### src/core/cprs_pkg.sv
// Package with constants and carriers for the core register and stack block
package cprs_pkg;

  // ---------------------------------------------------------------------------
  // Data-space register addresses
  // ---------------------------------------------------------------------------
  localparam logic [7:0] ADDR_INDEX_A = 8'h80;
  localparam logic [7:0] ADDR_INDEX_B = 8'h81;
  localparam logic [7:0] ADDR_SHORT_A = 8'h82;
  localparam logic [7:0] ADDR_SHORT_B = 8'h83;
  localparam logic [7:0] ADDR_ACCUM = 8'hff;

  // ---------------------------------------------------------------------------
  // Widths, depths and reset values
  // ---------------------------------------------------------------------------
  localparam int PC_W = 12;
  localparam int STACK_DEPTH = 6;
  localparam int DATA_W = 8;
  localparam logic [7:0] REG_RST = 8'h00;
  localparam logic [11:0] RESET_VECTOR = 12'h000;

  // ---------------------------------------------------------------------------
  // Program counter update sources
  // ---------------------------------------------------------------------------
  typedef enum logic [2:0] {
    CPRS_PC_HOLD = 3'h0,
    CPRS_PC_INC = 3'h1,
    CPRS_PC_JUMP = 3'h2,
    CPRS_PC_CALL = 3'h3,
    CPRS_PC_REL = 3'h4,
    CPRS_PC_IRQ = 3'h5,
    CPRS_PC_RET = 3'h6,
    CPRS_PC_RETURN_FROM_INTERRUPT = 3'h7
  } cprs_pc_op_e;

  // Flag-pair contexts, one-hot
  typedef enum logic [2:0] {
    CPRS_CTX_NORMAL = 3'b001,
    CPRS_CTX_IRQ = 3'b010,
    CPRS_CTX_NMI = 3'b100
  } cprs_ctx_e;

  // Flag update requests from the ALU
  typedef enum logic [1:0] {
    CPRS_FL_NONE = 2'h0,
    CPRS_FL_ARITH = 2'h1,
    CPRS_FL_BTEST = 2'h2,
    CPRS_FL_ROTL = 2'h3
  } cprs_fl_op_e;

  // Program counter control from the sequencer
  typedef struct packed {
    cprs_pc_op_e op;
    logic [11:0] target;
    logic [7:0] offset;
    logic nmi;
  } cprs_pc_ctl_s;

  // ALU result for flag updates
  typedef struct packed {
    cprs_fl_op_e op;
    logic carry;
    logic [7:0] result;
    logic tested_bit;
  } cprs_alu_res_s;

  // Data-space access
  typedef struct packed {
    logic wr;
    logic [7:0] addr;
    logic [7:0] wdata;
  } cprs_data_req_s;

  // Active flag pair
  typedef struct packed {
    logic carry;
    logic zero;
  } cprs_flags_s;

endpackage

### src/core/cprs_stack.sv
// Six-level hardware return stack with shifting levels
`timescale 1ns/1ps
module cprs_stack #(
  parameter int DEPTH = cprs_pkg::STACK_DEPTH,
  parameter int WIDTH = cprs_pkg::PC_W
) (
  input wire logic clock_i,
  input wire logic sys_rst_i,
  input wire logic push_i,
  input wire logic pop_i,
  input wire logic [WIDTH-1:0] push_data_i,
  output logic [WIDTH-1:0] top_o,
  output logic empty_o,
  output logic [3:0] level_o
);

  logic [WIDTH-1:0] lvl_ff [DEPTH];
  logic [3:0] cnt_ff;

  // ---------------------------------------------------------------------------
  // Shifting levels
  // ---------------------------------------------------------------------------
  always_ff @(posedge clock_i) begin
    if (sys_rst_i) begin
      for (int i = 0; i < DEPTH; i++) begin
        lvl_ff[i] <= '0;
      end
    end else if (push_i) begin
      lvl_ff[0] <= push_data_i; // see [RQ16]
      for (int i = 1; i < DEPTH; i++) begin
        lvl_ff[i] <= lvl_ff[i-1]; // see [RQ16]
      end
    end else if (pop_i) begin
      for (int i = 0; i < DEPTH - 1; i++) begin
        lvl_ff[i] <= lvl_ff[i+1]; // see [RQ17]
      end
    end
  end

  // Occupancy saturates at both ends
  always_ff @(posedge clock_i) begin
    if (sys_rst_i) begin
      cnt_ff <= 4'h0;
    end else if (push_i && cnt_ff != 4'(DEPTH)) begin
      cnt_ff <= cnt_ff + 4'h1; // see [RQ18]
    end else if (pop_i && !push_i && cnt_ff != 4'h0) begin
      cnt_ff <= cnt_ff - 4'h1; // see [RQ19]
    end
  end

  assign top_o = lvl_ff[0];
  assign empty_o = (cnt_ff == 4'h0);
  assign level_o = cnt_ff;

  a_push_shift: assert property (@(posedge clock_i) disable iff (sys_rst_i) // see [RQ16]
    push_i |=> lvl_ff[0] == $past(push_data_i) && lvl_ff[1] == $past(lvl_ff[0]))
    else $error("stack push did not shift");
  a_depth_sat: assert property (@(posedge clock_i) disable iff (sys_rst_i) // see [RQ18]
    cnt_ff <= 4'(DEPTH))
    else $error("stack depth exceeded");

endmodule // cprs_stack

### src/core/cprs_core_regs.sv
// Core register file: accumulator, pointers, program counter, flags, stack
//
// Contract
// [RQ1] 8-bit accumulator, also at data address ffh.
// [RQ2] Two index pointers at data addresses 80h and 81h.
// [RQ3] Two short-direct bytes at data addresses 82h and 83h.
// [RQ4] Program counter is 12 bits, covering 4096 program bytes.
// [RQ5] Program space above 4096 uses an external bank register, not the counter.
// [RQ6] Counter advances by one per fetched byte.
// [RQ7] Relative branch adds signed offset to counter and loads the sum.
// [RQ8] Counter loads jump/call target, interrupt vector, reset vector, or stack top.
// [RQ9] Three carry/zero pairs: normal, interrupt, non-maskable.
// [RQ10] Interrupt entry switches pair; return-from-interrupt restores previous pair.
// [RQ11] Flags kept across switches; only the active pair is accessible.
// [RQ12] Carry from arithmetic carry/borrow, bit test copy, rotate-left through carry.
// [RQ13] Zero set when latest arithmetic or logic result is zero.
// [RQ14] After reset the non-maskable context is active.
// [RQ15] Return stack: six 12-bit shifting entries, no pointer.
// [RQ16] Call or interrupt shifts entries deeper; counter enters the top.
// [RQ17] Return loads counter from top and shifts the rest up.
// [RQ18] Beyond six levels the oldest return address is lost silently.
// [RQ19] Return on empty stack stays at top; execution continues.
`timescale 1ns/1ps
module cprs_core_regs #(
  parameter int PC_WIDTH = cprs_pkg::PC_W,
  parameter logic [11:0] RESET_VEC = cprs_pkg::RESET_VECTOR
) (
  input wire logic clock_i,
  input wire logic sys_rst_i,
  input wire cprs_pkg::cprs_data_req_s data_req_i,
  input wire logic data_rd_i,
  input wire logic acc_wr_i,
  input wire logic [7:0] acc_wdata_i,
  input wire cprs_pkg::cprs_pc_ctl_s pc_ctl_i,
  input wire cprs_pkg::cprs_alu_res_s alu_res_i,
  output logic [7:0] data_rdata_o,
  output logic data_hit_o,
  output logic [11:0] pc_o,
  output logic [7:0] accumulator_o,
  output logic [7:0] index_pointer_a_o,
  output logic [7:0] index_pointer_b_o,
  output cprs_pkg::cprs_flags_s flags_o,
  output logic [2:0] context_o,
  output logic [3:0] stack_level_o
);

  // ---------------------------------------------------------------------------
  // Storage
  // ---------------------------------------------------------------------------
  logic [7:0] accumulator_ff;
  logic [7:0] index_pointer_a_ff;
  logic [7:0] index_pointer_b_ff;
  logic [7:0] short_direct_a_ff;
  logic [7:0] short_direct_b_ff;
  logic [11:0] pc_ff;
  logic [11:0] nxt_pc;
  cprs_pkg::cprs_ctx_e ctx_ff;
  cprs_pkg::cprs_ctx_e prev_ctx_ff;
  cprs_pkg::cprs_ctx_e nxt_ctx;
  logic normal_carry_ff;
  logic normal_zero_ff;
  logic interrupt_carry_ff;
  logic interrupt_zero_ff;
  logic nonmaskable_carry_ff;
  logic nonmaskable_zero_ff;
  logic [7:0] data_rdata_ff;
  logic data_hit_ff;
  logic [11:0] stack_top;
  logic stack_empty;
  logic [3:0] stack_level;
  logic push;
  logic pop;
  cprs_pkg::cprs_flags_s nxt_flags, flags_ff;
  logic nxt_carry;
  logic nxt_zero;
  logic flag_upd;

  // Address match for data-space registers
  function automatic logic [2:0] reg_sel(input logic [7:0] addr);
    case (addr)
      cprs_pkg::ADDR_INDEX_A: reg_sel = 3'h1;
      cprs_pkg::ADDR_INDEX_B: reg_sel = 3'h2;
      cprs_pkg::ADDR_SHORT_A: reg_sel = 3'h3;
      cprs_pkg::ADDR_SHORT_B: reg_sel = 3'h4;
      cprs_pkg::ADDR_ACCUM: reg_sel = 3'h5;
      default: reg_sel = 3'h0;
    endcase
  endfunction

  // ---------------------------------------------------------------------------
  // Accumulator
  // ---------------------------------------------------------------------------
  always_ff @(posedge clock_i) begin
    if (sys_rst_i) begin
      accumulator_ff <= cprs_pkg::REG_RST;
    end else if (data_req_i.wr && reg_sel(data_req_i.addr) == 3'h5) begin
      accumulator_ff <= data_req_i.wdata; // see [RQ1]
    end else if (acc_wr_i) begin
      accumulator_ff <= acc_wdata_i; // see [RQ1]
    end
  end

  // ---------------------------------------------------------------------------
  // Pointer and short-direct registers
  // ---------------------------------------------------------------------------
  always_ff @(posedge clock_i) begin
    if (sys_rst_i) begin
      index_pointer_a_ff <= cprs_pkg::REG_RST;
      index_pointer_b_ff <= cprs_pkg::REG_RST;
      short_direct_a_ff <= cprs_pkg::REG_RST;
      short_direct_b_ff <= cprs_pkg::REG_RST;
    end else if (data_req_i.wr) begin
      case (reg_sel(data_req_i.addr))
        3'h1: index_pointer_a_ff <= data_req_i.wdata; // see [RQ2]
        3'h2: index_pointer_b_ff <= data_req_i.wdata; // see [RQ2]
        3'h3: short_direct_a_ff <= data_req_i.wdata; // see [RQ3]
        3'h4: short_direct_b_ff <= data_req_i.wdata; // see [RQ3]
        default: ;
      endcase
    end
  end

  // Registered read port, one cycle latency
  always_ff @(posedge clock_i) begin
    if (sys_rst_i) begin
      data_rdata_ff <= 8'h00;
      data_hit_ff <= 1'b0;
    end else begin
      data_hit_ff <= data_rd_i && reg_sel(data_req_i.addr) != 3'h0;
      case (reg_sel(data_req_i.addr))
        3'h1: data_rdata_ff <= index_pointer_a_ff; // see [RQ2]
        3'h2: data_rdata_ff <= index_pointer_b_ff; // see [RQ2]
        3'h3: data_rdata_ff <= short_direct_a_ff; // see [RQ3]
        3'h4: data_rdata_ff <= short_direct_b_ff; // see [RQ3]
        3'h5: data_rdata_ff <= accumulator_ff; // see [RQ1]
        default: data_rdata_ff <= 8'h00;
      endcase
    end
  end

  // ---------------------------------------------------------------------------
  // Program counter
  // ---------------------------------------------------------------------------
  // Bank switching for space above 4096 bytes lives outside this block
  always_comb begin
    nxt_pc = pc_ff;
    case (pc_ctl_i.op)
      cprs_pkg::CPRS_PC_HOLD: nxt_pc = pc_ff;
      cprs_pkg::CPRS_PC_INC: nxt_pc = pc_ff + 12'h001; // see [RQ6] [RQ4] [RQ5]
      cprs_pkg::CPRS_PC_JUMP: nxt_pc = pc_ctl_i.target; // see [RQ8]
      cprs_pkg::CPRS_PC_CALL: nxt_pc = pc_ctl_i.target; // see [RQ8]
      cprs_pkg::CPRS_PC_REL: nxt_pc = pc_ff + {{4{pc_ctl_i.offset[7]}}, pc_ctl_i.offset}; // see [RQ7]
      cprs_pkg::CPRS_PC_IRQ: nxt_pc = pc_ctl_i.target; // see [RQ8]
      cprs_pkg::CPRS_PC_RET,
      cprs_pkg::CPRS_PC_RETURN_FROM_INTERRUPT: nxt_pc = stack_empty ? pc_ff : stack_top; // see [RQ8] [RQ19]
      default: nxt_pc = pc_ff;
    endcase
  end

  always_ff @(posedge clock_i) begin
    if (sys_rst_i) begin
      pc_ff <= RESET_VEC; // see [RQ8]
    end else begin
      pc_ff <= nxt_pc;
    end
  end

  assign push = pc_ctl_i.op == cprs_pkg::CPRS_PC_CALL || pc_ctl_i.op == cprs_pkg::CPRS_PC_IRQ;
  assign pop = pc_ctl_i.op == cprs_pkg::CPRS_PC_RET || pc_ctl_i.op == cprs_pkg::CPRS_PC_RETURN_FROM_INTERRUPT;

  // ---------------------------------------------------------------------------
  // Return stack
  // ---------------------------------------------------------------------------
  cprs_stack #(
    .DEPTH(cprs_pkg::STACK_DEPTH),
    .WIDTH(cprs_pkg::PC_W)
  ) u_stack (
    .clock_i(clock_i),
    .sys_rst_i(sys_rst_i),
    .push_i(push), // see [RQ15] [RQ16]
    .pop_i(pop), // see [RQ17]
    .push_data_i(pc_ff),
    .top_o(stack_top),
    .empty_o(stack_empty),
    .level_o(stack_level)
  );

  // ---------------------------------------------------------------------------
  // Execution context
  // ---------------------------------------------------------------------------
  always_comb begin
    nxt_ctx = ctx_ff;
    if (pc_ctl_i.op == cprs_pkg::CPRS_PC_IRQ) begin
      nxt_ctx = pc_ctl_i.nmi ? cprs_pkg::CPRS_CTX_NMI : cprs_pkg::CPRS_CTX_IRQ; // see [RQ10]
    end else if (pc_ctl_i.op == cprs_pkg::CPRS_PC_RETURN_FROM_INTERRUPT) begin
      nxt_ctx = prev_ctx_ff; // see [RQ10]
    end
  end

  always_ff @(posedge clock_i) begin
    if (sys_rst_i) begin
      ctx_ff <= cprs_pkg::CPRS_CTX_NMI; // see [RQ14]
      prev_ctx_ff <= cprs_pkg::CPRS_CTX_NORMAL;
    end else begin
      case (pc_ctl_i.op)
        cprs_pkg::CPRS_PC_IRQ: prev_ctx_ff <= ctx_ff;
        cprs_pkg::CPRS_PC_RETURN_FROM_INTERRUPT: prev_ctx_ff <= (ctx_ff == cprs_pkg::CPRS_CTX_NMI &&
          prev_ctx_ff == cprs_pkg::CPRS_CTX_IRQ) ? cprs_pkg::CPRS_CTX_NORMAL : prev_ctx_ff;
        default: prev_ctx_ff <= prev_ctx_ff;
      endcase
      ctx_ff <= nxt_ctx;
    end
  end

  // ---------------------------------------------------------------------------
  // Flags
  // ---------------------------------------------------------------------------
  always_comb begin
    flag_upd = alu_res_i.op != cprs_pkg::CPRS_FL_NONE;
    nxt_carry = flags_ff.carry;
    nxt_zero = alu_res_i.result == 8'h00; // see [RQ13]
    case (alu_res_i.op)
      cprs_pkg::CPRS_FL_ARITH: nxt_carry = alu_res_i.carry; // see [RQ12]
      cprs_pkg::CPRS_FL_BTEST: nxt_carry = alu_res_i.tested_bit; // see [RQ12]
      cprs_pkg::CPRS_FL_ROTL: nxt_carry = alu_res_i.carry; // see [RQ12]
      default: nxt_carry = flags_ff.carry;
    endcase
  end

  // Only the active pair updates; others retain their state
  always_ff @(posedge clock_i) begin
    if (sys_rst_i) begin
      normal_carry_ff <= 1'b0;
      normal_zero_ff <= 1'b0;
      interrupt_carry_ff <= 1'b0;
      interrupt_zero_ff <= 1'b0;
      nonmaskable_carry_ff <= 1'b0;
      nonmaskable_zero_ff <= 1'b0;
    end else if (flag_upd) begin
      case (ctx_ff)
        cprs_pkg::CPRS_CTX_NORMAL: begin
          normal_carry_ff <= nxt_carry; // see [RQ9] [RQ11]
          normal_zero_ff <= nxt_zero;
        end
        cprs_pkg::CPRS_CTX_IRQ: begin
          interrupt_carry_ff <= nxt_carry; // see [RQ9] [RQ11]
          interrupt_zero_ff <= nxt_zero;
        end
        cprs_pkg::CPRS_CTX_NMI: begin
          nonmaskable_carry_ff <= nxt_carry; // see [RQ9] [RQ11]
          nonmaskable_zero_ff <= nxt_zero;
        end
        default: ;
      endcase
    end
  end

  // Pair active after this edge, registered for the output
  always_comb begin
    case (nxt_ctx)
      cprs_pkg::CPRS_CTX_NORMAL: nxt_flags = {normal_carry_ff, normal_zero_ff};
      cprs_pkg::CPRS_CTX_IRQ: nxt_flags = {interrupt_carry_ff, interrupt_zero_ff};
      cprs_pkg::CPRS_CTX_NMI: nxt_flags = {nonmaskable_carry_ff, nonmaskable_zero_ff};
      default: nxt_flags = '0;
    endcase
    if (flag_upd && nxt_ctx == ctx_ff) begin
      nxt_flags = {nxt_carry, nxt_zero}; // see [RQ11]
    end
  end

  always_ff @(posedge clock_i) begin
    if (sys_rst_i) begin
      flags_ff <= '0;
    end else begin
      flags_ff <= nxt_flags; // see [RQ10] [RQ11]
    end
  end

  // ---------------------------------------------------------------------------
  // Outputs
  // ---------------------------------------------------------------------------
  assign data_rdata_o = data_rdata_ff;
  assign data_hit_o = data_hit_ff;
  assign pc_o = pc_ff;
  assign accumulator_o = accumulator_ff;
  assign index_pointer_a_o = index_pointer_a_ff;
  assign index_pointer_b_o = index_pointer_b_ff;
  assign context_o = ctx_ff;
  assign stack_level_o = stack_level;
  assign flags_o = flags_ff;

  // ---------------------------------------------------------------------------
  // Checks
  // ---------------------------------------------------------------------------
  a_acc_write: assert property (@(posedge clock_i) disable iff (sys_rst_i) // see [RQ1]
    data_req_i.wr && data_req_i.addr == cprs_pkg::ADDR_ACCUM |=>
    accumulator_ff == $past(data_req_i.wdata))
    else $error("accumulator not written at its address");
  a_ptr_read: assert property (@(posedge clock_i) disable iff (sys_rst_i) // see [RQ2]
    data_rd_i && data_req_i.addr == cprs_pkg::ADDR_INDEX_B |=>
    data_hit_ff && data_rdata_ff == $past(index_pointer_b_ff))
    else $error("pointer b read wrong");
  a_short_write: assert property (@(posedge clock_i) disable iff (sys_rst_i) // see [RQ3]
    data_req_i.wr && data_req_i.addr == cprs_pkg::ADDR_SHORT_A |=>
    short_direct_a_ff == $past(data_req_i.wdata))
    else $error("short direct a not written");
  a_pc_inc: assert property (@(posedge clock_i) disable iff (sys_rst_i) // see [RQ6]
    pc_ctl_i.op == cprs_pkg::CPRS_PC_INC |=> pc_ff == $past(pc_ff) + 12'h001)
    else $error("counter did not advance by one");
  a_pc_rel: assert property (@(posedge clock_i) disable iff (sys_rst_i) // see [RQ7]
    pc_ctl_i.op == cprs_pkg::CPRS_PC_REL |=>
    pc_ff == $past(pc_ff) + {{4{$past(pc_ctl_i.offset[7])}}, $past(pc_ctl_i.offset)})
    else $error("relative branch sum wrong");
  a_call_ret: assert property (@(posedge clock_i) disable iff (sys_rst_i) // see [RQ16]
    pc_ctl_i.op == cprs_pkg::CPRS_PC_CALL ##1 pc_ctl_i.op == cprs_pkg::CPRS_PC_RET |=>
    pc_ff == $past(pc_ff, 2))
    else $error("return did not restore call address");
  a_reset_ctx: assert property (@(posedge clock_i) // see [RQ14]
    $past(sys_rst_i) && !sys_rst_i |-> ctx_ff == cprs_pkg::CPRS_CTX_NMI && pc_ff == RESET_VEC)
    else $error("reset context or vector wrong");
  a_irq_ctx: assert property (@(posedge clock_i) disable iff (sys_rst_i) // see [RQ10]
    pc_ctl_i.op == cprs_pkg::CPRS_PC_IRQ && !pc_ctl_i.nmi ##1
    pc_ctl_i.op == cprs_pkg::CPRS_PC_RETURN_FROM_INTERRUPT |=> ctx_ff == $past(ctx_ff, 2))
    else $error("context not restored after interrupt return");
  a_zero_flag: assert property (@(posedge clock_i) disable iff (sys_rst_i) // see [RQ13]
    alu_res_i.op == cprs_pkg::CPRS_FL_ARITH && pc_ctl_i.op == cprs_pkg::CPRS_PC_HOLD |=>
    flags_o.zero == ($past(alu_res_i.result) == 8'h00))
    else $error("zero flag wrong");
  a_flag_keep: assert property (@(posedge clock_i) disable iff (sys_rst_i) // see [RQ11]
    ctx_ff != cprs_pkg::CPRS_CTX_NORMAL |=> $stable(normal_carry_ff))
    else $error("inactive flag pair changed");

endmodule // cprs_core_regs

### config.mk
export PLATFORM = sky130hd
export DESIGN_NAME = cprs_core_regs
export DESIGN_NICKNAME = d
export VERILOG_FILES = /design/src/core/cprs_pkg.sv /design/src/core/cprs_stack.sv /design/src/core/cprs_core_regs.sv
export SDC_FILE = /design/constraint.sdc
export NUM_CORES = 1
export LEC_CHECK = 0
export ABC_AREA = 1
export BUFFER_PORTS_ARGS = -buffer_cell sky130_fd_sc_hd__buf_2
export CORE_ASPECT_RATIO = 1.75
export CORE_MARGIN = 3
export CORE_UTILIZATION = 39
export CTS_CLUSTER_DIAMETER = 150
export DETAILED_ROUTE_END_ITERATION = 10
export SETUP_SLACK_MARGIN = 0.2
export SLEW_MARGIN = 40
export SYNTH_ARGS = -nofsm -noshare
export SYNTH_HDL_FRONTEND = slang
export SYNTH_SLANG_ARGS = --single-unit
### constraint.sdc
create_clock -name clock_i -period 7.3 [get_ports clock_i]
set_input_delay 0.365 -clock clock_i [delete_from_list [all_inputs] [get_ports clock_i]]
set_output_delay 0.365 -clock clock_i [all_outputs]
set_load 0.01 [all_outputs]
==> impl_metrics.csv <==
group,metric,value,unit
outcome,status,"complete, no violations",
grt,grt_max_degree,49,
clock_network,clk_latency,0.42,ns
drt,first_pass_iters,4,
timing,rsz0062_at_grt,"no",
timing,tightest_slew,0.720,ns
die,coreArea,0.0192,mm^2
worst_hold_path,hold_path_end,"data_hit_o$_SDFF_PP0_",
die,io_pins,119,
critical_path,cp_data_required_time,7.61,ns
critical_path,path_cells,"buf_2 > nor2_1 > nand2_1 > or2_2 > ha_1 > fa_1 > nand3_1 > nand2_1 > or2_2 > nand3_1 > a31oi_1",
timing,timing.hold.ws,0.163,ns
worst_hold_path,hp-class,"in -> reg",
grt,grt_first_pass_wirelength,31.7,mm
final_layout,design_area,0.00895,mm^2
synthesis,synth_edf_count,72,
synthesis,ys_seq_area_share,49.1,%
die,die-area,0.0213,mm^2
timing,max_freq,443,MHz
clock_network,cts_hold_buf,0,
drt,vias,6313,
clock_network,cts.path.max_buffers,2,
clock_network,cts_resized,0,
grt,grt_pass1_vias,6313,
place,placed_cell_area,0.00833,mm^2
power_and_ir_drop,ir_drop,0.000150,V
synthesis,ys_types,43,
critical_path,crit_fanout,9,
final_layout,area_growth,17.5,%
critical_path,critical_path.startpoint_type,"input port",
clock_network,post-cts-setup-buffers,0,
synthesis,netlist_instances,887,
critical_path,r2r_cells,9,
clock_network,clk_transition_reported_paths,0.06,ns
clock_network,cts_made_buffers,17,
synthesis,avgSynthCellArea,8.59,um^2
critical_path,timing.rr.end,"u_stack.level_o[3]$_SDFFE_PP0P_",
place,port_buffers,118,
place,gp_congestion,0.825,
critical_path,rrSetupSlack,5.41,ns
synthesis,synth_fp_nets,967,
critical_path,end_kind,"flop",
timing,fin_setup_tns,0,ns
final_layout,nets,1073,
drt,viasPerCell,5.06,
drt,wire_per_inst,15.6,um
synthesis,yosysWarnings,0,
job,maxCapViolCount,0,
power_and_ir_drop,leakage,3.80,nW
grt,grt_antenna_before_repair,0,
final_layout,utilization,46.6,%
timing,hold_viol,0,
clock_network,root_buffer,"clkbuf_16",
grt,overflow,0,
final_layout,drive_gt1_share,21.2,%
clock_network,htree_levels,4,
die,start_util,39.7,%
timing,fin_skew,0.00718,ns
worst_hold_path,hp-start,"data_rd_i",
die,die_h,191,um
timing,min_period,2.26,ns
synthesis,synthFlopType,"dfxtp_1",
place,dp_hpwl,14.2,mm
timing,slew_violations,0,
worst_hold_path,worstHoldPathCells,3,
critical_path,path_class,"in -> reg",
die,rows,67,
critical_path,arrival,2.57,ns
die,die_w,112,um
synthesis,synth_seq_cells,151,
final_layout,fill_cells,1927,
critical_path,crit_slowest_cell,"fa_1",
drt,wl,19.5,mm
drt,drtIter0Drc,231,
timing,setup_violations,0,
critical_path,r2r-start,"u_stack.level_o[0]$_SDFFE_PP0P_",
timing,post-route-period-util,30.9,%
clock_network,cts_tree,"yes",
drt,ant_nets,0,
critical_path,max_stage_delay,0.43,ns
grt,grtUsageTotal,18.6,%
power_and_ir_drop,pwr_density_cell,243,mW/mm^2
clock_network,cts.sinks,151,
synthesis,syn_area,0.00762,mm^2
drt,post-route-drc-count,0,
synthesis,async_flop_share,0,%
timing,slew-limit-headroom,51.9,%
[report_power, final]
part           total (mW)  switching (mW)  internal, mW
sequential          0.978          0.0327         0.945
combinational       0.262           0.172        0.0893
clock               0.932           0.330         0.602
total                2.17           0.536          1.64
[worst max-delay path by stage]
stage                      start                                 end  slack, ns  cells after the start
finish              pc_ctl_i[22]                pc_o[4]$_SDFFE_PP0P_       5.04                     11
global route        pc_ctl_i[22]                pc_o[6]$_SDFFE_PP0P_       4.82                     13
detailed placement  pc_ctl_i[22]                pc_o[4]$_SDFFE_PP0P_       4.61                     11
global placement       sys_rst_i  u_stack.lvl_ff[0][5]$_SDFFCE_PN0P_       4.62                      4
floorplan           pc_ctl_i[22]  u_stack.lvl_ff[0][0]$_SDFFCE_PN0P_       4.02                      5
CTS                 pc_ctl_i[22]                pc_o[4]$_SDFFE_PP0P_       5.05                     11
[area by class of cell]
class	instances	area [um^2]	share of cell area, %
Sequential cell	151	3740	41.8
Multi-Input combinational cell	567	3160	35.2
Timing Repair Buffer	122	623	6.96
Inverter	134	508	5.67
Clock buffer	21	440	4.92
Tap cell	241	302	3.37
Clock inverter	11	179	2.00
Antenna cell	1	2.50	0.0279
[sequential cells by signal (all words and copies together), names as in the netlist, 2 cells and up]
name / count
short_direct_a_ff: 8
accumulator_o: 8
u_stack.lvl_ff: 72
flags_o: 2
context_o: 3
index_pointer_b_o: 8
index_pointer_a_o: 8
short_direct_b_ff: 8
u_stack.level_o: 4
prev_ctx_ff: 3
pc_o: 12
data_rdata_o: 8
[worst max-delay path, delay by kind of cell]
family | cells | cell delay [ns]
adder cells (fa/ha/maj) | 2 | 0.65
buffers and inverters | 1 | 0.17
AO/OA/AOI/OAI | 1 | 0.08
AND/OR/NAND/NOR | 7 | 1.30
[per-layer routing]
| metal | vias to the layer above | GRT usage (%) | share of wire (%) |
|---|---|---|---|
| met4 | 0 | 8.01 | 2.9 |
| met5 | - | 0 | 0 |
| met3 | 33 | 4.15 | 4.9 |
| met1 | 2915 | 20.4 | 39 |
| li1 | 3209 | - | - |
| met2 | 156 | 34.0 | 53 |
[cell usage after synthesis, types with 4 or more instances]
cell type	n	area (um^2)
nand2_1	160	601
inv_1	126	473
o21ai_0	95	475
a21oi_1	79	395
dfxtp_1	79	1580
edfxtp_1	72	2160
nor2_1	60	225
nand3_1	54	270
o22ai_2	28	350
clkbuf_1	13	48.8
ha_1	13	163
a31oi_1	10	62.6
buf_6	10	113
a211oi_1	9	67.6
nand4_1	9	56.3
buf_2	8	40.0
nand2_2	7	43.8
inv_2	6	22.5
nor2_4	5	56.3
nor4_1	4	25.0
o22ai_1	4	25.0
[layout by cell type (no fill, tap or decap), types with 9 or more instances in the layout]
| master | count |
|---|---|
| a21oi_1 | 79 |
| nand2_1 | 160 |
| nor2_1 | 60 |
| edfxtp_1 | 72 |
| ha_1 | 13 |
| a211oi_1 | 9 |
| clkbuf_16 | 17 |
| dfxtp_1 | 79 |
| nand3_1 | 53 |
| buf_2 | 117 |
| inv_1 | 126 |
| nand4_1 | 9 |
| o22ai_2 | 28 |
| o21ai_0 | 95 |
| a31oi_1 | 10 |
[metrics by stage]
stage	instances	power, mW	worst slack [ns]
3_3_place_gp	1215	1.26	4.62
6_report	1248	2.17	5.04
4_1_cts	1247	2.20	5.05
2_1_floorplan	887	1.17	4.02
5_1_grt	1247	2.27	4.82
3_5_place_dp	1215	1.26	4.61
[logic make-up (layout without fill, tap and decap cells)]
family / count (synthesis) / count (layout) / synth area share [%]
XOR/XNOR: 2 / 2 / 0.230
adder cells (fa/ha/maj): 15 / 15 / 2.66
AO/OA/AOI/OAI: 229 / 229 / 18.7
flip-flops: 151 / 151 / 49.1
other: 0 / 1 / 0
buffers and inverters: 169 / 288 / 9.54
AND/OR/NAND/NOR: 321 / 321 / 19.8
Power figures use the tool's default switching activity.
